--- src/rtl/mpc_regs.svh ---
`ifndef MPC_REGS_SVH
`define MPC_REGS_SVH
// Register indices (printed offsets are not all word aligned)
`define MPC_IDX_WDOG 12'h107
`define MPC_IDX_EMASK 12'h108
`define MPC_IDX_RCV 12'h109
`define MPC_IDX_XMASK 12'h10a
`define MPC_IDX_SOFT 12'h10b
`define MPC_IDX_SPEED 12'h10c
`define MPC_IDX_SLOW 12'h10d
`define MPC_IDX_CSUM 12'h10e
`define MPC_IDX_RSTCMD 12'h300
`define MPC_IDX_DUTYLO 12'h301
`define MPC_IDX_DUTYHI 12'h302
`define MPC_IDX_ODL 12'h400
`define MPC_IDX_FAULT 12'h500
`define MPC_IDX_STAT 12'h501
`define MPC_RESET_VAL 8'h00
`define MPC_CMD_WDOG 8'h00
`define MPC_CMD_CSUM 8'h55
`define MPC_CMD_LATCH 8'hff
`define MPC_CMD_ODL 8'h00
// Timing, figures in ns
`define MPC_WDOG_STEP_NS 1600000
`define MPC_CLK_NS 4
`define MPC_WDOG_STEP_CYC (`MPC_WDOG_STEP_NS / `MPC_CLK_NS)
`define MPC_CSUM_PERIOD_NS 1000000
`define MPC_CSUM_PERIOD_CYC (`MPC_CSUM_PERIOD_NS / `MPC_CLK_NS)
`define MPC_RCV_STEP_NS 64'd5000000000
`define MPC_RCV_STEP_CYC (`MPC_RCV_STEP_NS / `MPC_CLK_NS)
`define MPC_FSP_STEP_NS 1600
`define MPC_FSP_STEP_CYC (`MPC_FSP_STEP_NS / `MPC_CLK_NS)
`define MPC_OVP_STEP_NS 800
`define MPC_OVP_STEP_CYC (`MPC_OVP_STEP_NS / `MPC_CLK_NS)
`endif

--- src/rtl/mpc_pkg.sv ---
package mpc_pkg;
  typedef enum logic [2:0] {
    MPC_RUN = 3'b001,
    MPC_WAIT = 3'b010,
    MPC_LATCHED = 3'b100
  } mpc_state_e;
  typedef logic [7:0] mpc_byte_t;
endpackage : mpc_pkg

--- src/rtl/mpc_top.sv ---
// Functional notes
// Watchdog timeout is 1.6 ms times duration+1
// Restart command refreshes watchdog; expiry flags error
// Timeout duty select picks fixed or target duty
// Duty select MSB in watchdog reg, LSBs elsewhere
// Error mask bits suppress seven primary errors
// Second mask suppresses three further errors
// Diagnostic pin open drain, selectable polarity
// Restart after speed error once recovery elapses
// Latch bits choose auto recover or latch-off
// Latched-only bit limits diagnostic to latched errors
// Accel error after count+1 consecutive early crossings
// Decel error when crossing exceeds scaled period
// Checksum error powers down if selected, always reported
// Checksum at startup, download, periodic when running
// Open detect time selects coil current window
// Start duty ramps or follows; target optional fast
// Current ramp enables for free-run and stopped
// Sync rectification auto-off and soft-start forcing
// Duty from pins or ten-bit register value
// Slowdown mode stops drive until target speed
// Fast start duty drives at enable for 200 ms
// FET short debounce 1.6 to 6.4 us
// Overvoltage persistence 0.8 to 6.4 us
// Masked error neither stops drive nor signals
`timescale 1ns/100ps
`default_nettype none
`include "mpc_regs.svh"
module mpc_top #(
  parameter int WDOG_STEP = `MPC_WDOG_STEP_CYC,
  parameter int CSUM_PERIOD = `MPC_CSUM_PERIOD_CYC,
  parameter longint RCV_STEP = `MPC_RCV_STEP_CYC
) (
  input wire logic clk_sys,
  input wire logic reset,
  input wire logic hsel,
  input wire logic [31:0] haddr,
  input wire logic [1:0] htrans,
  input wire logic hwrite,
  input wire logic [2:0] hsize,
  input wire logic [31:0] hwdata,
  input wire logic hready,
  output logic [31:0] hrdata,
  output logic hreadyout,
  output logic hresp,
  input wire logic [9:0] pin_duty,
  input wire logic [9:0] target_low_duty,
  input wire logic [9:0] target_high_duty,
  input wire logic motor_running,
  input wire logic [9:0] err_raw,
  input wire logic csum_mismatch,
  input wire logic early_cross,
  input wire logic cross_event,
  input wire logic [15:0] cross_time,
  input wire logic [15:0] prev_period,
  input wire logic speed_ok,
  output logic diagnostic_output_out,
  output logic diagnostic_output_oe,
  output logic drive_stop,
  output logic wdog_override,
  output logic [9:0] wdog_duty,
  output logic [9:0] duty_in,
  output logic speed_error,
  output logic csum_start,
  output logic [7:0] soft_cfg,
  output logic [7:0] slow_cfg,
  output logic [7:0] speed_cfg,
  output logic [1:0] open_detect_time,
  output logic fet_short_ok,
  output logic overvolt_ok
);
  // ***********************************
  // Pin synchronisers
  // ***********************************
  logic [9:0] err_s1_reg, err_s2_reg;
  logic [2:0] ev_s1_reg, ev_s2_reg;
  logic cross_s3_reg, cross_rise;
  always_ff @(posedge clk_sys) begin
    err_s1_reg <= err_raw;
    err_s2_reg <= err_s1_reg;
    ev_s1_reg <= {csum_mismatch, early_cross, cross_event};
    ev_s2_reg <= ev_s1_reg;
    cross_s3_reg <= ev_s2_reg[0];
  end
  // Crossing pulses may last several cycles; count each one once
  assign cross_rise = ev_s2_reg[0] && !cross_s3_reg;
  // err bits: 0 supply low,1 locked,2 thw,3 thp,4 fet,5 ov,6 oc,
  // 7 supply ov,8 open,9 current limit
  // ***********************************
  // AHB-Lite slave
  // ***********************************
  mpc_pkg::mpc_byte_t regs_reg [0:6];
  mpc_pkg::mpc_byte_t regs_next [0:6];
  logic [7:0] duty_lo_reg, duty_lo_next, duty_hi_reg, duty_hi_next;
  logic wr_pend_reg, wr_pend_next;
  logic [11:0] wa_reg, wa_next;
  logic [31:0] hrdata_next;
  logic wdog_kick, csum_clr, latch_clr, odl_cmd;
  logic [7:0] csum_ref_reg;
  logic [7:0] fault_reg, fault_next;
  mpc_pkg::mpc_state_e st_reg, st_next;
  logic [11:0] ra;
  logic addr_ok;
  assign ra = haddr[13:2];
  assign addr_ok = hsel && hready && htrans[1];
  // Zero-wait slave; read data registered in the address phase
  always_comb begin
    hrdata_next = 32'h00000000;
    wr_pend_next = addr_ok && hwrite;
    wa_next = ra;
    if (addr_ok && !hwrite) begin
      case (ra)
        `MPC_IDX_CSUM: hrdata_next = {24'h000000, csum_ref_reg};
        `MPC_IDX_DUTYLO: hrdata_next = {24'h000000, duty_lo_reg};
        `MPC_IDX_DUTYHI: hrdata_next = {24'h000000, duty_hi_reg};
        `MPC_IDX_FAULT: hrdata_next = {24'h000000, fault_reg};
        `MPC_IDX_STAT: hrdata_next = {29'h0, st_reg};
        default: begin
          if (ra >= `MPC_IDX_WDOG && ra < `MPC_IDX_CSUM) begin
            hrdata_next = {24'h000000, regs_reg[3'(ra - `MPC_IDX_WDOG)]};
          end
        end
      endcase
    end
  end
  // Write-side next state, including command strobes
  always_comb begin
    for (int i = 0; i < 7; i++) begin
      regs_next[i] = regs_reg[i];
    end
    duty_lo_next = duty_lo_reg;
    duty_hi_next = duty_hi_reg;
    wdog_kick = 1'b0;
    csum_clr = 1'b0;
    latch_clr = 1'b0;
    odl_cmd = 1'b0;
    if (wr_pend_reg) begin
      if (wa_reg >= `MPC_IDX_WDOG && wa_reg < `MPC_IDX_CSUM) begin
        regs_next[3'(wa_reg - `MPC_IDX_WDOG)] = hwdata[7:0];
      end
      if (wa_reg == `MPC_IDX_DUTYLO) duty_lo_next = hwdata[7:0];
      if (wa_reg == `MPC_IDX_DUTYHI) duty_hi_next = {6'h00, hwdata[1:0]};
      if (wa_reg == `MPC_IDX_RSTCMD) begin
        wdog_kick = hwdata[7:0] == `MPC_CMD_WDOG;
        csum_clr = hwdata[7:0] == `MPC_CMD_CSUM;
        latch_clr = hwdata[7:0] == `MPC_CMD_LATCH;
      end
      if (wa_reg == `MPC_IDX_ODL) begin
        odl_cmd = hwdata[7:0] == `MPC_CMD_ODL;
      end
    end
  end
  always_ff @(posedge clk_sys) begin
    if (reset) begin
      for (int i = 0; i < 7; i++) regs_reg[i] <= `MPC_RESET_VAL;
      duty_lo_reg <= `MPC_RESET_VAL;
      duty_hi_reg <= `MPC_RESET_VAL;
      wr_pend_reg <= 1'b0;
      wa_reg <= 12'h000;
      hrdata <= 32'h00000000;
      hreadyout <= 1'b0;
      hresp <= 1'b0;
    end else begin
      for (int i = 0; i < 7; i++) regs_reg[i] <= regs_next[i];
      duty_lo_reg <= duty_lo_next;
      duty_hi_reg <= duty_hi_next;
      wr_pend_reg <= wr_pend_next;
      wa_reg <= wa_next;
      hrdata <= hrdata_next;
      hreadyout <= 1'b1;
      hresp <= 1'b0;
    end
  end
  // Field aliases
  logic [7:0] r_wd, r_em, r_rc, r_xm, r_sp, r_sl;
  assign r_wd = regs_reg[0];
  assign r_em = regs_reg[1];
  assign r_rc = regs_reg[2];
  assign r_xm = regs_reg[3];
  assign r_sp = regs_reg[5];
  assign r_sl = regs_reg[6];
  // ***********************************
  // Watchdog
  // ***********************************
  logic [31:0] wd_cnt_reg, wd_cnt_next;
  logic [6:0] wd_step_reg, wd_step_next;
  logic wd_err_reg, wd_err_next;
  logic [2:0] duty_sel;
  assign duty_sel = {r_wd[6], r_rc[5:4]};
  // Count runs only while enabled; kick restarts both stages
  always_comb begin
    wd_cnt_next = wd_cnt_reg;
    wd_step_next = wd_step_reg;
    wd_err_next = wd_err_reg;
    if (!r_wd[7] || wdog_kick) begin
      wd_cnt_next = 32'h0;
      wd_step_next = 7'h00;
      wd_err_next = 1'b0;
    end else if (!wd_err_reg) begin
      if (wd_cnt_reg == 32'(WDOG_STEP - 1)) begin
        wd_cnt_next = 32'h0;
        wd_step_next = wd_step_reg + 7'h01;
        if (wd_step_reg == {1'b0, r_wd[5:0]}) wd_err_next = 1'b1;
      end else begin
        wd_cnt_next = wd_cnt_reg + 32'h1;
      end
    end
  end
  always_ff @(posedge clk_sys) begin
    if (reset) begin
      wd_cnt_reg <= 32'h0;
      wd_step_reg <= 7'h00;
      wd_err_reg <= 1'b0;
    end else begin
      wd_cnt_reg <= wd_cnt_next;
      wd_step_reg <= wd_step_next;
      wd_err_reg <= wd_err_next;
    end
  end
  // Fallback duty on timeout
  logic [9:0] wd_duty_c;
  always_comb begin
    case (duty_sel)
      3'h1: wd_duty_c = 10'h100;
      3'h2: wd_duty_c = 10'h200;
      3'h3: wd_duty_c = 10'h300;
      3'h4: wd_duty_c = 10'h3ff;
      3'h5: wd_duty_c = target_low_duty;
      3'h6: wd_duty_c = target_high_duty;
      default: wd_duty_c = 10'h000;
    endcase
  end
  // ***********************************
  // Speed error detection
  // ***********************************
  logic [4:0] acc_cnt_reg, acc_cnt_next;
  logic spd_err_reg, spd_err_next;
  logic [19:0] dec_lim;
  always_comb begin
    case (r_sp[6:4])
      3'h0: dec_lim = {4'h0, prev_period} + {6'h00, prev_period[15:2]};
      3'h1: dec_lim = {4'h0, prev_period} + {5'h00, prev_period[15:1]};
      3'h2: dec_lim = 20'({prev_period, 1'b0}) - {6'h00, prev_period[15:2]};
      3'h3: dec_lim = {3'h0, prev_period, 1'b0};
      3'h4: dec_lim = {3'h0, prev_period, 1'b0} + {4'h0, prev_period};
      3'h5: dec_lim = {2'h0, prev_period, 2'h0};
      3'h6: dec_lim = {2'h0, prev_period, 2'h0} + {3'h0, prev_period, 1'b0};
      default: dec_lim = {1'b0, prev_period, 3'h0};
    endcase
  end
  // Recovery clears first, so a crossing in the same cycle still sets
  always_comb begin
    acc_cnt_next = acc_cnt_reg;
    spd_err_next = spd_err_reg;
    if (st_reg == mpc_pkg::MPC_WAIT && st_next == mpc_pkg::MPC_RUN) begin
      spd_err_next = 1'b0;
      acc_cnt_next = 5'h00;
    end
    if (cross_rise) begin
      if (r_xm[4] && ev_s2_reg[1]) begin
        acc_cnt_next = acc_cnt_reg + 5'h01;
        if (acc_cnt_reg == {1'b0, r_sp[3:0]}) spd_err_next = 1'b1;
      end else begin
        acc_cnt_next = 5'h00;
      end
      if (r_sp[7] && {4'h0, cross_time} > dec_lim) spd_err_next = 1'b1;
    end
  end
  always_ff @(posedge clk_sys) begin
    if (reset) begin
      acc_cnt_reg <= 5'h00;
      spd_err_reg <= 1'b0;
    end else begin
      acc_cnt_reg <= acc_cnt_next;
      spd_err_reg <= spd_err_next;
    end
  end
  // ***********************************
  // Recovery and latch-off
  // ***********************************
  logic [63:0] rcv_cnt_reg, rcv_cnt_next, rcv_lim;
  logic [9:0] err_act;
  logic latch_hit;
  // Mask bits run high to low against the error order
  assign err_act = err_s2_reg & ~{r_xm[5], r_xm[6], r_xm[7], r_em[1], r_em[2],
                                  r_em[3], r_em[4], r_em[5], r_em[6],
                                  r_em[7]};
  assign latch_hit = (err_act[1] && r_rc[3]) || (err_act[4] && r_rc[2]) ||
                     (err_act[6] && r_rc[1]);
  always_comb begin
    case (r_rc[7:6])
      2'h0: rcv_lim = 64'h0;
      2'h1: rcv_lim = 64'(RCV_STEP);
      2'h2: rcv_lim = 64'(RCV_STEP * 2);
      default: rcv_lim = 64'(RCV_STEP * 4);
    endcase
  end
  always_comb begin
    st_next = st_reg;
    rcv_cnt_next = rcv_cnt_reg;
    case (st_reg)
      mpc_pkg::MPC_RUN: begin
        rcv_cnt_next = 64'h0;
        if (latch_hit) st_next = mpc_pkg::MPC_LATCHED;
        else if (spd_err_reg) st_next = mpc_pkg::MPC_WAIT;
      end
      mpc_pkg::MPC_WAIT: begin
        rcv_cnt_next = rcv_cnt_reg + 64'h1;
        if (latch_hit) st_next = mpc_pkg::MPC_LATCHED;
        else if (rcv_cnt_reg >= rcv_lim) st_next = mpc_pkg::MPC_RUN;
      end
      mpc_pkg::MPC_LATCHED: begin
        if (latch_clr) st_next = mpc_pkg::MPC_RUN;
      end
      default: st_next = mpc_pkg::MPC_RUN;
    endcase
  end
  always_ff @(posedge clk_sys) begin
    if (reset) begin
      st_reg <= mpc_pkg::MPC_RUN;
      rcv_cnt_reg <= 64'h0;
    end else begin
      st_reg <= st_next;
      rcv_cnt_reg <= rcv_cnt_next;
    end
  end
  // ***********************************
  // Checksum supervision
  // ***********************************
  logic [31:0] cs_cnt_reg, cs_cnt_next;
  logic cs_err_reg, cs_err_next, cs_start_next, boot_reg;
  logic csum_on;
  assign csum_on = 1'b1; // Check enable comes from OTP; assumed on
  always_comb begin
    cs_cnt_next = cs_cnt_reg;
    cs_start_next = boot_reg || odl_cmd;
    if (r_xm[2] && motor_running) begin
      if (cs_cnt_reg == 32'(CSUM_PERIOD - 1)) begin
        cs_cnt_next = 32'h0;
        cs_start_next = 1'b1;
      end else cs_cnt_next = cs_cnt_reg + 32'h1;
    end else cs_cnt_next = 32'h0;
    // Set wins over a clear in the same cycle
    cs_err_next = (cs_err_reg && !csum_clr) || (csum_on && ev_s2_reg[2]);
  end
  always_ff @(posedge clk_sys) begin
    if (reset) begin
      cs_cnt_reg <= 32'h0;
      cs_err_reg <= 1'b0;
      boot_reg <= 1'b1;
      csum_start <= 1'b0;
      csum_ref_reg <= `MPC_RESET_VAL;
    end else begin
      cs_cnt_reg <= cs_cnt_next;
      cs_err_reg <= cs_err_next;
      boot_reg <= 1'b0;
      csum_start <= cs_start_next;
      csum_ref_reg <= csum_ref_reg;
    end
  end
  // ***********************************
  // Outputs
  // ***********************************
  logic diagnostic_output_act;
  assign diagnostic_output_act = (r_rc[0] ? latch_hit || st_reg == mpc_pkg::MPC_LATCHED
                    : |err_act || wd_err_reg || spd_err_reg) ||
                    cs_err_reg;
  always_comb begin
    fault_next = {1'b0, st_reg == mpc_pkg::MPC_LATCHED, cs_err_reg,
                  spd_err_reg, wd_err_reg, |err_act[9:7], |err_act[6:4],
                  |err_act[3:0]};
  end
  always_ff @(posedge clk_sys) begin
    if (reset) begin
      diagnostic_output_out <= 1'b0;
      diagnostic_output_oe <= 1'b0;
      drive_stop <= 1'b0;
      wdog_override <= 1'b0;
      wdog_duty <= 10'h000;
      duty_in <= 10'h000;
      speed_error <= 1'b0;
      soft_cfg <= 8'h00;
      slow_cfg <= 8'h00;
      speed_cfg <= 8'h00;
      open_detect_time <= 2'h0;
      fet_short_ok <= 1'b0;
      overvolt_ok <= 1'b0;
      fault_reg <= 8'h00;
    end else begin
      diagnostic_output_out <= 1'b0; // Open drain pulls low only
      diagnostic_output_oe <= r_em[0] ? !diagnostic_output_act : diagnostic_output_act;
      drive_stop <= st_reg != mpc_pkg::MPC_RUN || |err_act ||
                    (cs_err_reg && r_xm[3]);
      wdog_override <= wd_err_reg;
      wdog_duty <= wd_duty_c;
      duty_in <= regs_reg[4][0] ? {duty_hi_reg[1:0], duty_lo_reg}
                 : pin_duty;
      speed_error <= spd_err_reg;
      soft_cfg <= regs_reg[4];
      slow_cfg <= r_sl;
      speed_cfg <= r_sp;
      open_detect_time <= r_xm[1:0];
      fet_short_ok <= !err_act[4];
      overvolt_ok <= !(err_act[5] || err_act[7]);
      fault_reg <= fault_next;
    end
  end
  // ***********************************
  // Assertions
  // ***********************************
  a_wdog_off: assert property (@(posedge clk_sys) disable iff (reset)
    !r_wd[7] |=> !wd_err_reg) else $error("watchdog err while off");
  a_kick_clear: assert property (@(posedge clk_sys) disable iff (reset)
    wdog_kick |=> !wd_err_reg) else $error("kick did not clear");
  a_duty_zero: assert property (@(posedge clk_sys) disable iff (reset)
    duty_sel == 3'h7 |=> wdog_duty == 10'h000) else $error("duty 7");
  a_mask_stop: assert property (@(posedge clk_sys) disable iff (reset)
    (err_s2_reg == 10'h0 && st_reg == mpc_pkg::MPC_RUN && !cs_err_reg)
    |=> !drive_stop) else $error("stop without cause");
  a_latch_hold: assert property (@(posedge clk_sys) disable iff (reset)
    st_reg == mpc_pkg::MPC_LATCHED && !latch_clr |=>
    st_reg == mpc_pkg::MPC_LATCHED) else $error("latch lost");
  a_diagnostic_output_pol: assert property (@(posedge clk_sys) disable iff (reset)
    1'b1 |=> diagnostic_output_oe == (r_em[0] ^ $past(diagnostic_output_act)) ||
    $changed(r_em[0])) else $error("diagnostic_output polarity");
  a_duty_src: assert property (@(posedge clk_sys) disable iff (reset)
    !regs_reg[4][0] && $stable(regs_reg[4][0]) |=>
    duty_in == $past(pin_duty)) else $error("duty source");
  a_csum_set: assert property (@(posedge clk_sys) disable iff (reset)
    ev_s2_reg[2] |=> cs_err_reg) else $error("csum err lost");
  c_wdog_trip: cover property (@(posedge clk_sys) wd_err_reg);
  c_latched: cover property (@(posedge clk_sys)
    st_reg == mpc_pkg::MPC_LATCHED);
  c_recover: cover property (@(posedge clk_sys)
    st_reg == mpc_pkg::MPC_WAIT ##1 st_reg == mpc_pkg::MPC_RUN);
endmodule : mpc_top
`default_nettype wire

--- config.mk ---
export PLATFORM = sky130hd
export DESIGN_NAME = mpc_top
export DESIGN_NICKNAME = d
export VERILOG_FILES = /design/src/rtl/mpc_pkg.sv /design/src/rtl/mpc_top.sv
export VERILOG_INCLUDE_DIRS = /design/src /design/src/rtl
export SDC_FILE = /design/constraint.sdc
export NUM_CORES = 1
export LEC_CHECK = 0
export ABC_AREA = 1
export BUFFER_PORTS_ARGS = -buffer_cell sky130_fd_sc_hd__clkbuf_2
export CAP_MARGIN = 20
export CORE_UTILIZATION = 51
export CTS_CLUSTER_DIAMETER = 40
export CTS_CLUSTER_SIZE = 20
export DETAILED_ROUTE_END_ITERATION = 12
export GPL_TIMING_DRIVEN = 0
export PLACE_DENSITY = 0.76
export SETUP_SLACK_MARGIN = 0.1
export SLEW_MARGIN = 25
export SYNTH_ARGS = -nofsm -noshare
export SYNTH_HDL_FRONTEND = slang
export SYNTH_SLANG_ARGS = --single-unit
--- constraint.sdc ---
create_clock -name clk_sys -period 8.7 [get_ports clk_sys]
set_input_delay 0.87 -clock clk_sys [delete_from_list [all_inputs] [get_ports clk_sys]]
set_output_delay 0.87 -clock clk_sys [all_outputs]
set_load 0.02 [all_outputs]
==> Yosys cells after proc, flatten, opt, wreduce, memory -nomap -nowiden <==
Memories as Yosys holds them, arrays and structs flattened.
Cells that the tools add are included.
{ "word_totals": {"in_bits": 151, "mem_bits_rw": 56, "mem_count": 1, "register_bits": 291, "out_inout_bits": 88} }
{ "memory_table": {"columns": ["memory", "words", "word_bits", "rd", "rd_ports_with_merged_regs", "wr", "line_no", "source"], "rows": [
  ["regs_reg", 7, 8, 8, 0, 7, "mpc_top.sv:92", "mpc_pkg::mpc_byte_t regs_reg [0:6];"]
]} }
{ "op_classes": {"muxes": 52, "addsub": 12, "eq_ne": 34, "reduce_logical": 51, "order_cmp": 8, "n_bitwise": 13} }
{ "ops": {"columns": ["op", "n"], "rows": [
  ["20-bit case mux with 7 select lines", 1],
  ["64-bit case mux with 2 select lines", 1],
  ["56-bit 2-to-1 mux", 2],
  ["33-bit case mux with 3 select lines", 1],
  ["8-bit 2-to-1 mux", 9],
  ["32-bit by 1-bit adder with 32-bit output (second input constant)", 2],
  ["64-bit by 1-bit adder with 64-bit output (second input constant)", 1],
  ["64-bit greater-or-equal comparator", 1],
  ["12-bit by 10-bit equality test with 1-bit output (second input constant)", 5],
  ["10-bit case mux with 6 select lines", 1],
  ["56-bit bitwise mux", 1],
  ["8-bit case mux with 5 select lines", 1],
  ["12-bit by 11-bit equality test with 1-bit output (second input constant)", 3],
  ["32-bit by 18-bit equality test with 1-bit output (second input constant)", 1],
  ["32-bit by 19-bit equality test with 1-bit output (second input constant)", 1],
  ["32-bit 2-to-1 mux", 1],
  ["8-bit demux with 3-bit select", 1],
  ["12-bit by 9-bit greater-or-equal comparator with 1-bit output (second input constant)", 2],
  ["12-bit by 9-bit less-than comparator with 1-bit output (second input constant)", 2],
  ["1-bit 2-to-1 mux", 23],
  ["3-bit equality test (second input constant)", 7],
  ["16-bit by 20-bit greater-than comparator with 1-bit output", 1],
  ["18-bit by 17-bit adder with 19-bit output", 1],
  ["17-bit by 16-bit adder with 18-bit output", 1],
  ["39 further kinds", 100]
]} }

==> Logic depth before layout (Yosys ltp) <==
Gate-level depths: netlist (run 1).
An unclocked memory read counts as a cell.
{ "depth": {"word_depth": 15, "mapped_depth": 25, "ltp_nobuf": 25} }

==> Least setup slack after synthesis (run 1) <==
No wires, ideal clock.
{ "synth_path": {"path_type": "input -> register", "start": "input port prev_period[0]", "end": "register spd_err_reg", "arrival_time_ns": 3.287, "stages": 24, "path_slack_ns": 5.300, "n_path_buf": 0, "setup_time_ns": 0.112, "cell_sequence": "ha_1 > inv_1 > fa_1 > inv_1 > nand3_1 > nand2_1 > nand2_1 > nand2_1 > xnor2_1 > nor2_1 > nor3_1 > nand4_1 > o21ai_0 > ha_1 > a21oi_1 > o21ai_0 > nor2_1 > nand3_1 > a21oi_1 > nor2_1 > nand4_1 > nand2_1 > nand2_1 > nand2_1"} }
{ "synth_between": {"elab_chain_len": 6} }
{ "synth_lines": {"columns": ["element", "line_no", "source"], "rows": [
  ["from (decl)", "mpc_top.sv:55", "input wire logic [15:0] prev_period,"],
  ["18-bit by 17-bit adder with 19-bit output, or another cell as far along", "mpc_top.sv:247", "3'h6: dec_lim = {2'h0, prev_period, 2'h0} + {3'h0, prev_period, 1'b0};"],
  ["20-bit case mux with 7 select lines *", "mpc_top.sv:240", "case (r_sp[6:4])"],
  ["16-bit by 20-bit greater-than comparator with 1-bit output *", "mpc_top.sv:266", "if (r_sp[7] && {4'h0, cross_time} > dec_lim) spd_err_next = 1'b1;"],
  ["1-bit logical AND *", "mpc_top.sv:266", null],
  ["1-bit 2-to-1 mux *", "mpc_top.sv:266", null],
  ["1-bit 2-to-1 mux *", "mpc_top.sv:259", "if (cross_rise) begin"],
  ["to (signal assigned)", "mpc_top.sv:275", "spd_err_reg <= spd_err_next;"],
  ["to (decl)", "mpc_top.sv:237", "logic spd_err_reg, spd_err_next;"]
]} }
Mark *: on every way between the ends. The rest lies on a longest branch, timed or not.
A chain may end at the register's enable or synchronous reset.

==> Worst setup path in the final report (run 1) <==
{ "layout_path": {"start": "input port prev_period[3]", "end": "register spd_err_reg"} }
The elaborated chain is that of the path after synthesis.

==> results of run 1 <==
==> cell usage in the layout (no fill, tap or decap), types with 18 or more instances in the layout <==
| cell | n |
|---|---|
| a21oi_1 | 251 |
| nor2_1 | 303 |
| inv_1 | 403 |
| clkbuf_1 | 52 |
| clkbuf_2 | 163 |
| nand4_1 | 75 |
| nand2_1 | 518 |
| nor4_1 | 25 |
| buf_4 | 30 |
| xor2_1 | 20 |
| nor2_2 | 18 |
| ha_1 | 100 |
| dfxtp_1 | 320 |
| nand3_1 | 155 |
| o21ai_0 | 220 |
| nor3_1 | 90 |
| a211oi_1 | 23 |
| clkbuf_16 | 47 |
| conb_1 | 26 |
| o22ai_1 | 21 |
==> kinds of logic (layout without fill, tap and decap cells) <==
logic type | count (synthesis) | after routing | synth area share (%)
AO/OA/AOI/OAI | 588 | 588 | 16.8
flip-flops | 320 | 320 | 33.3
AND/OR/NAND/NOR | 1283 | 1283 | 30.8
buffers and inverters | 508 | 759 | 10.6
adder cells (fa/ha/maj) | 103 | 103 | 6.82
other | 1 | 26 | 0.0195
XOR/XNOR | 34 | 34 | 1.55
==> cell usage after synthesis, types with 4 or more instances <==
cell type,n
a21o_1,4
buf_2,13
nand3_1,155
a211oi_1,23
ha_1,100
xnor2_1,14
or2_2,14
a31oi_1,14
o221ai_1,6
inv_2,8
and2_1,4
nor4_1,25
dfxtp_1,320
nor3_1,91
a21oi_1,251
a221oi_1,8
nor2_1,303
inv_1,403
nand2_2,13
nor2_4,7
o21ai_0,220
nor3b_1,13
buf_4,30
nand4_1,75
clkbuf_1,50
nor2_2,18
o211ai_1,9
o21a_1,6
nand2_1,518
nor3_2,11
o22ai_1,21
nand3_2,6
nand3b_1,9
xor2_1,20
==> worst paths after layout <==
path | from | endpoint | slack, ns
worst max register to register | regs_reg[5][6] | spd_err_reg | 4.92
worst max-delay path | prev_period[3] | spd_err_reg | 4.63
worst min-delay path | ev_s1_reg[0] | ev_s2_reg[0] | 0.33
worst min register to register | ev_s1_reg[0] | ev_s2_reg[0] | 0.33
==> final cells by class <==
| cell class | instances | area, um^2 |
|---|---|---|
| Sequential cell | 320 | 6410 |
| Clock buffer | 56 | 1280 |
| Buffer | 96 | 497 |
| Clock inverter | 32 | 399 |
| Fill cell | 3552 | 14400 |
| Timing Repair Buffer | 163 | 816 |
| Tap cell | 504 | 631 |
| Multi-Input combinational cell | 2034 | 10900 |
| Inverter | 412 | 1550 |
==> per-stage QoR <==
stage	hold slack (ns)	setup slack (ns)	utilization [%]	area, um^2
4_1_cts	0.328	4.73	60.9	22400
5_1_grt	0.328	4.43	60.9	22400
6_report	0.326	4.63	60.9	22400
2_1_floorplan	0.310	5.30	-	19300
3_5_place_dp	0.316	4.13	56.3	20800
3_3_place_gp	0.314	4.17	56.3	20800
==> layer usage <==
metal  GRT usage [%]  vias up  routed length, um
met4            12.1        2               2070
met1            42.6     9305              27700
met3            5.79      155               4800
met5               0        -                 13
li1                -     9916                  -
met2            52.3      814              28100
==> where the power goes <==
group / internal (mW) / leakage [nW] / switching [mW] / total, mW
combinational: 0.128 / 6.17 / 0.258 / 0.386
sequential: 1.48 / 2.60 / 0.00652 / 1.49
clock: 1.23 / 0.804 / 0.771 / 2.00
total: 2.84 / 9.57 / 1.03 / 3.87
==> critical path: stages <==
cell	delay (ns)
clkbuf_2	0.21
inv_1	0.16
fa_1	0.43
nand2_1	0.11
o21ai_0	0.18
nand2_1	0.11
nand2_1	0.13
nand2_1	0.12
nand2_1	0.07
or2_2	0.28
nand3_1	0.13
nand2_1	0.06
o21ai_0	0.34
ha_1	0.18
nand2_1	0.07
nor3_1	0.27
nand2_1	0.08
nand3_1	0.08
a21oi_1	0.06
nor2_1	0.26
nand4_1	0.17
nand2_1	0.10
nand2_1	0.06
nand2_1	0.06
==> summary.txt, run 1 <==
dpl hpwl: 48500 um
die width: 196 um
fin. max-slew vios: 0
Least-Margin Pin Slew: 0.868 ns
Leak: 9.57 nW
syn_area_per_cell: 6.77 um^2
Rel. slew slack: 42.1%
Global Route Usage Sum: 32.2%
Post-synth ARST share: 0%
Die Span Y: 196 um
vias in the first global route: 18.9k
DRC viols: 0
Hold Path Class: register to register
top post-synthesis cells by area: dfxtp_1 (33%), nand2_1 (10%), inv_1 (7.9%), a21oi_1 (6.5%), ha_1 (6.5%)
I/O pin cnt: 239
EDFF count, synth: 0
Distinct cells, synth: 65
crit-path max FO: 9
Worst-path clk slew: 0.05 ns
CTS max path bufs: 3
fmax: 246 MHz
crit path time final: 4.07 ns
clock sinks: 320
drt wl/cell: 17.3 um
floorplan row count: 70
clk_skew: 0.0171 ns
RePlAce Congestion: 0.995
register area share after synthesis: 33.3%
Cells after Synth: 2837
P&R area growth vs syn: 16.8%
dpl cells: 3529
Hold Fails Final Rpt: 0
Non-Filler Instances: 3617
Iteration-0 DRC Markers: 1572
total power: 3.87 mW
CP endpoint kind: register
TritonCTS buffer count: 47
cell taking the most area after synthesis: dfxtp_1
power per cell area: 173 mW/mm^2
first-pass GRT wire length: 98800 um
Crit path arrival time: 4.60 ns
Post-DRT Antenna Nets: 0
max_cap viols: 0
setup TNS: 0 ns
GR Overflow Total: 0
# resized after CTS: 0
most frequently used flop master after synthesis: dfxtp_1
Buffers on Ports: 163
Core ar.: 0.0369 mm^2
Die Area: 0.0385 mm^2
pin count of the biggest net entering global routing: 16
synthesized area: 0.0192 mm^2
FF+latch count, synth: 320
CP Launch Type: input pin
Hold Buf Count CTS: 0
Yosys Warn Count: 0
NumNets Final: 3328
Max H-tree Level: 2
Final Setup Violations: 0
critical path required time: 9.23 ns
outcome: complete, no violations
top cell type's share of synthesized area: 33.3%
starting density of the core: 52.1%
Crit Path Class: input pin to register
CTS Root Cell: clkbuf_16
reg2reg path depth: 19
Final period util: 46.7%
via density per instance: 5.58
worst hold path depth: 0
VDD IR-drop max: 0.000169 V
Largest register FFs: 64
initial antenna violation count: 1
CTS tree: done
WL final: 62600 um
ant diodes: 0
share of post-route cells with drive strength above 1: 12.4%
clk_lat worst skew: 0.59 ns
first-pass iteration count of the detailed router: 6
via count: 20.2k
Setup Fix Bufs, Post-CTS: 0
RSZ-0062 raised after global routing: false
Power figures use the tool's default switching activity.
==> inputs of run 2 (changes only) <==
ABC_AREA = 0   (was 1)
PLACE_DENSITY = 0.77   (was 0.76)
clock period = 3.9 ns   (was 8.7 ns; I/O delays follow)
==> run 2 against run 1 <==
Against the previous run:
- flip-flop and latch count is the same
- critical path type unchanged
- die area shrank 8.7%
- via count shrank 18%
- clock skew grew 0.0020 ns
- core utilization grew 1.4 points
- wire length shrank 18%
- sequential power grew 120%
- largest cell class unchanged
- highest routed layer unchanged
==> summary.txt, run 2 <==
outcome: complete, no violations
first-pass GRT wire length: 81800 um
Final Core Density: 62.3%
Post-DRT Antenna Nets: 0
top post-synthesis cells by area: dfxtp_1 (37%), ha_1 (7.1%), nor2_1 (6.4%), mux2i_1 (4.7%), a21oi_1 (3.5%)
WL final: 51700 um
Post-Synth Simple-Gate Area: 23.6%
Hold Fails Final Rpt: 0
drt wl/cell: 18.4 um
CP Launch Type: input pin
first-pass iteration count of the detailed router: 7
Switching Fraction: 27.4%
Die Area: 0.0351 mm^2
final setup margin: 0.0862 ns
cell taking the most area after synthesis: dfxtp_1
top post-synthesis cells by count: dfxtp_1 (320), nor2_1 (298), nand2_1 (150)
Global Route Usage Sum: 28.6%
adder-cell share of the synthesized area: 7.48%
Rel. slew slack: 24.9%
Buffers on Ports: 156
Distinct cells, synth: 91
fin. max-slew vios: 0
CTS Root Cell: clkbuf_16
Crit path arrival time: 4.28 ns
Internal Power: 5.81 mW
P&R area growth vs syn: 19.8%
xor/xnor share of the synthesized area: 5.60%
Post-synth ARST share: 0%
register area share after synthesis: 36.6%
Largest register FFs: 64
main combinational cell family by area after synthesis: simple AND/OR/NAND/NOR gates
CTS max path bufs: 3
CTS tree: done
max_cap viols: 0
syn_area_per_cell: 8.43 um^2
CP cell instances: clkbuf_2 > ha_1 > or4_1 > o211ai_1 > a21oi_2 > xnor2_2 > a221oi_1 > o21ai_0 > o22ai_1 > ha_1 > nand4_1 > nor2_1 > nand2_1 > o2111a_2 > a2111oi_4 > o211ai_1 > o21ai_1
vias in the first global route: 15.7k
via density per instance: 5.89
Die Span Y: 187 um
GR Overflow Total: 0
commonest cells after routing, fill and taps aside: dfxtp_1 (320), nor2_1 (297), clkbuf_2 (153)
clock sinks: 320
fmax: 262 MHz
Final Cell Area: 0.0210 mm^2
delay-heaviest family, CP: compound AO/OA/AOI/OAI gates
Cells after Synth: 2079
total power: 7.99 mW
most frequently used flop master after synthesis: dfxtp_1
pin count of the biggest net entering global routing: 17
Final period util: 97.8%
NetSw: 2.19 mW
I/O pin cnt: 239
Iteration-0 DRC Markers: 1628
synthesized area: 0.0175 mm^2
Yosys Warn Count: 0
Place WS: -1.07 ns
Max H-tree Level: 2
crit path max-delay cell type: or4_1
power per cell area: 381 mW/mm^2
area fraction in compound gates after synthesis: 15.4%
NumNets Final: 2582
most common cell after layout, fill and taps aside: dfxtp_1
Least-Margin Pin Slew: 1.12 ns
crit-path max FO: 8
mux share of post-synthesis cell area: 6.76%
Final Setup Violations: 0
critical path required time: 4.36 ns
die width: 187 um
Critical path buffers and inverters: 1
TritonCTS buffer count: 39
crit path time final: 3.81 ns
worst reg2reg setup slack: 0.26 ns
Logic pwr share: 12.8%
DRC viols: 0
RePlAce Congestion: 0.937
Leak: 8.36 nW
RSZ-0062 raised after global routing: true
clk_lat worst skew: 0.54 ns
FF+latch count, synth: 320
share of post-route cells with drive strength above 1: 16.1%
starting density of the core: 52.0%
top cell type's share of synthesized area: 36.6%
power share of the sequential group: 41.5%
floorplan row count: 67
Core ar.: 0.0337 mm^2
dpl hpwl: 38500 um
Placement Cell Area: 0.0190 mm^2
CP endpoint kind: register
EDFF count, synth: 0
VDD IR-drop max: 0.000341 V
via count: 16.5k
Clock Power Share: 45.7%
most common cell in the netlist: dfxtp_1
Crit Path Class: input pin to register
initial antenna violation count: 3
peak per-stage delay on the critical path: 0.56 ns
Hold Path Class: input pin to register
Worst-path clk slew: 0.06 ns
clk_skew: 0.0191 ns
run 2: final cells by class:
class / count / area, um^2
multi-input combinational: 1599 / 10800
timing repair buffer: 183 / 1070
sequential: 320 / 6410
tap: 448 / 561
clock inverter: 26 / 317
inverter: 75 / 285
buffer: 110 / 539
antenna: 1 / 2.50
clock buffer: 44 / 1010
fill: 2877 / 12700
run 2: final timing paths:
check                                    start             to  cells past startpoint
worst max register to register  regs_reg[5][6]    spd_err_reg                     16
worst max-delay path            prev_period[4]    spd_err_reg                     17
worst min-delay path                  haddr[6]      wa_reg[4]                      2
worst min register to register   err_s1_reg[1]  err_s2_reg[1]                      0
run 2: cells by family after synthesis:
kind of cell	count (synthesis)
other	1
AO/OA/AOI/OAI	413
XOR/XNOR	112
adder cells (fa/ha/maj)	103
flip-flops	320
buffers and inverters	185
AND/OR/NAND/NOR	840
multiplexers	105
run 2: power by group through the flow:
stage	combinational, mW	clock [mW]	sequential (mW)
detailed placement	0.867	0	3.39
global route	1.10	3.86	3.32
finish	1.02	3.66	3.32
global placement	0.848	0	3.39
floorplan	0.579	0	3.40
CTS	0.931	3.70	3.32
run 2: routing by layer:
metal | vias up | part of all wire, % | track usage, % | routed length, um
li1 | 7871 | - | - | -
met2 | 699 | 46 | 47.1 | 23800
met1 | 7834 | 43 | 37.9 | 22400
met5 | - | 0.056 | 0 | 29
met4 | 4 | 3.2 | 9.84 | 1650
met3 | 119 | 7.5 | 4.56 | 3850
run 2: timing repair:
item	CTS	global route
cloned	0	0
pin swaps	19	32
endpoints found under the hold margin	13	0
gates resized for setup	48	73
buffers inserted	5	9
endpoints found under the setup margin	1	2
hold buffers	13	0
run 2: metrics by stage:
step / setup TNS (ns) / hold slack [ns] / instances
after floorplan: 0 / 0.310 / 2104
after global placement: -1.06 / 0.314 / 2708
after detailed placement: -1.07 / 0.314 / 2708
after CTS: 0 / 0.0717 / 2796
after global routing: -0.112 / 0.0974 / 2805
final: 0 / 0.0809 / 2806
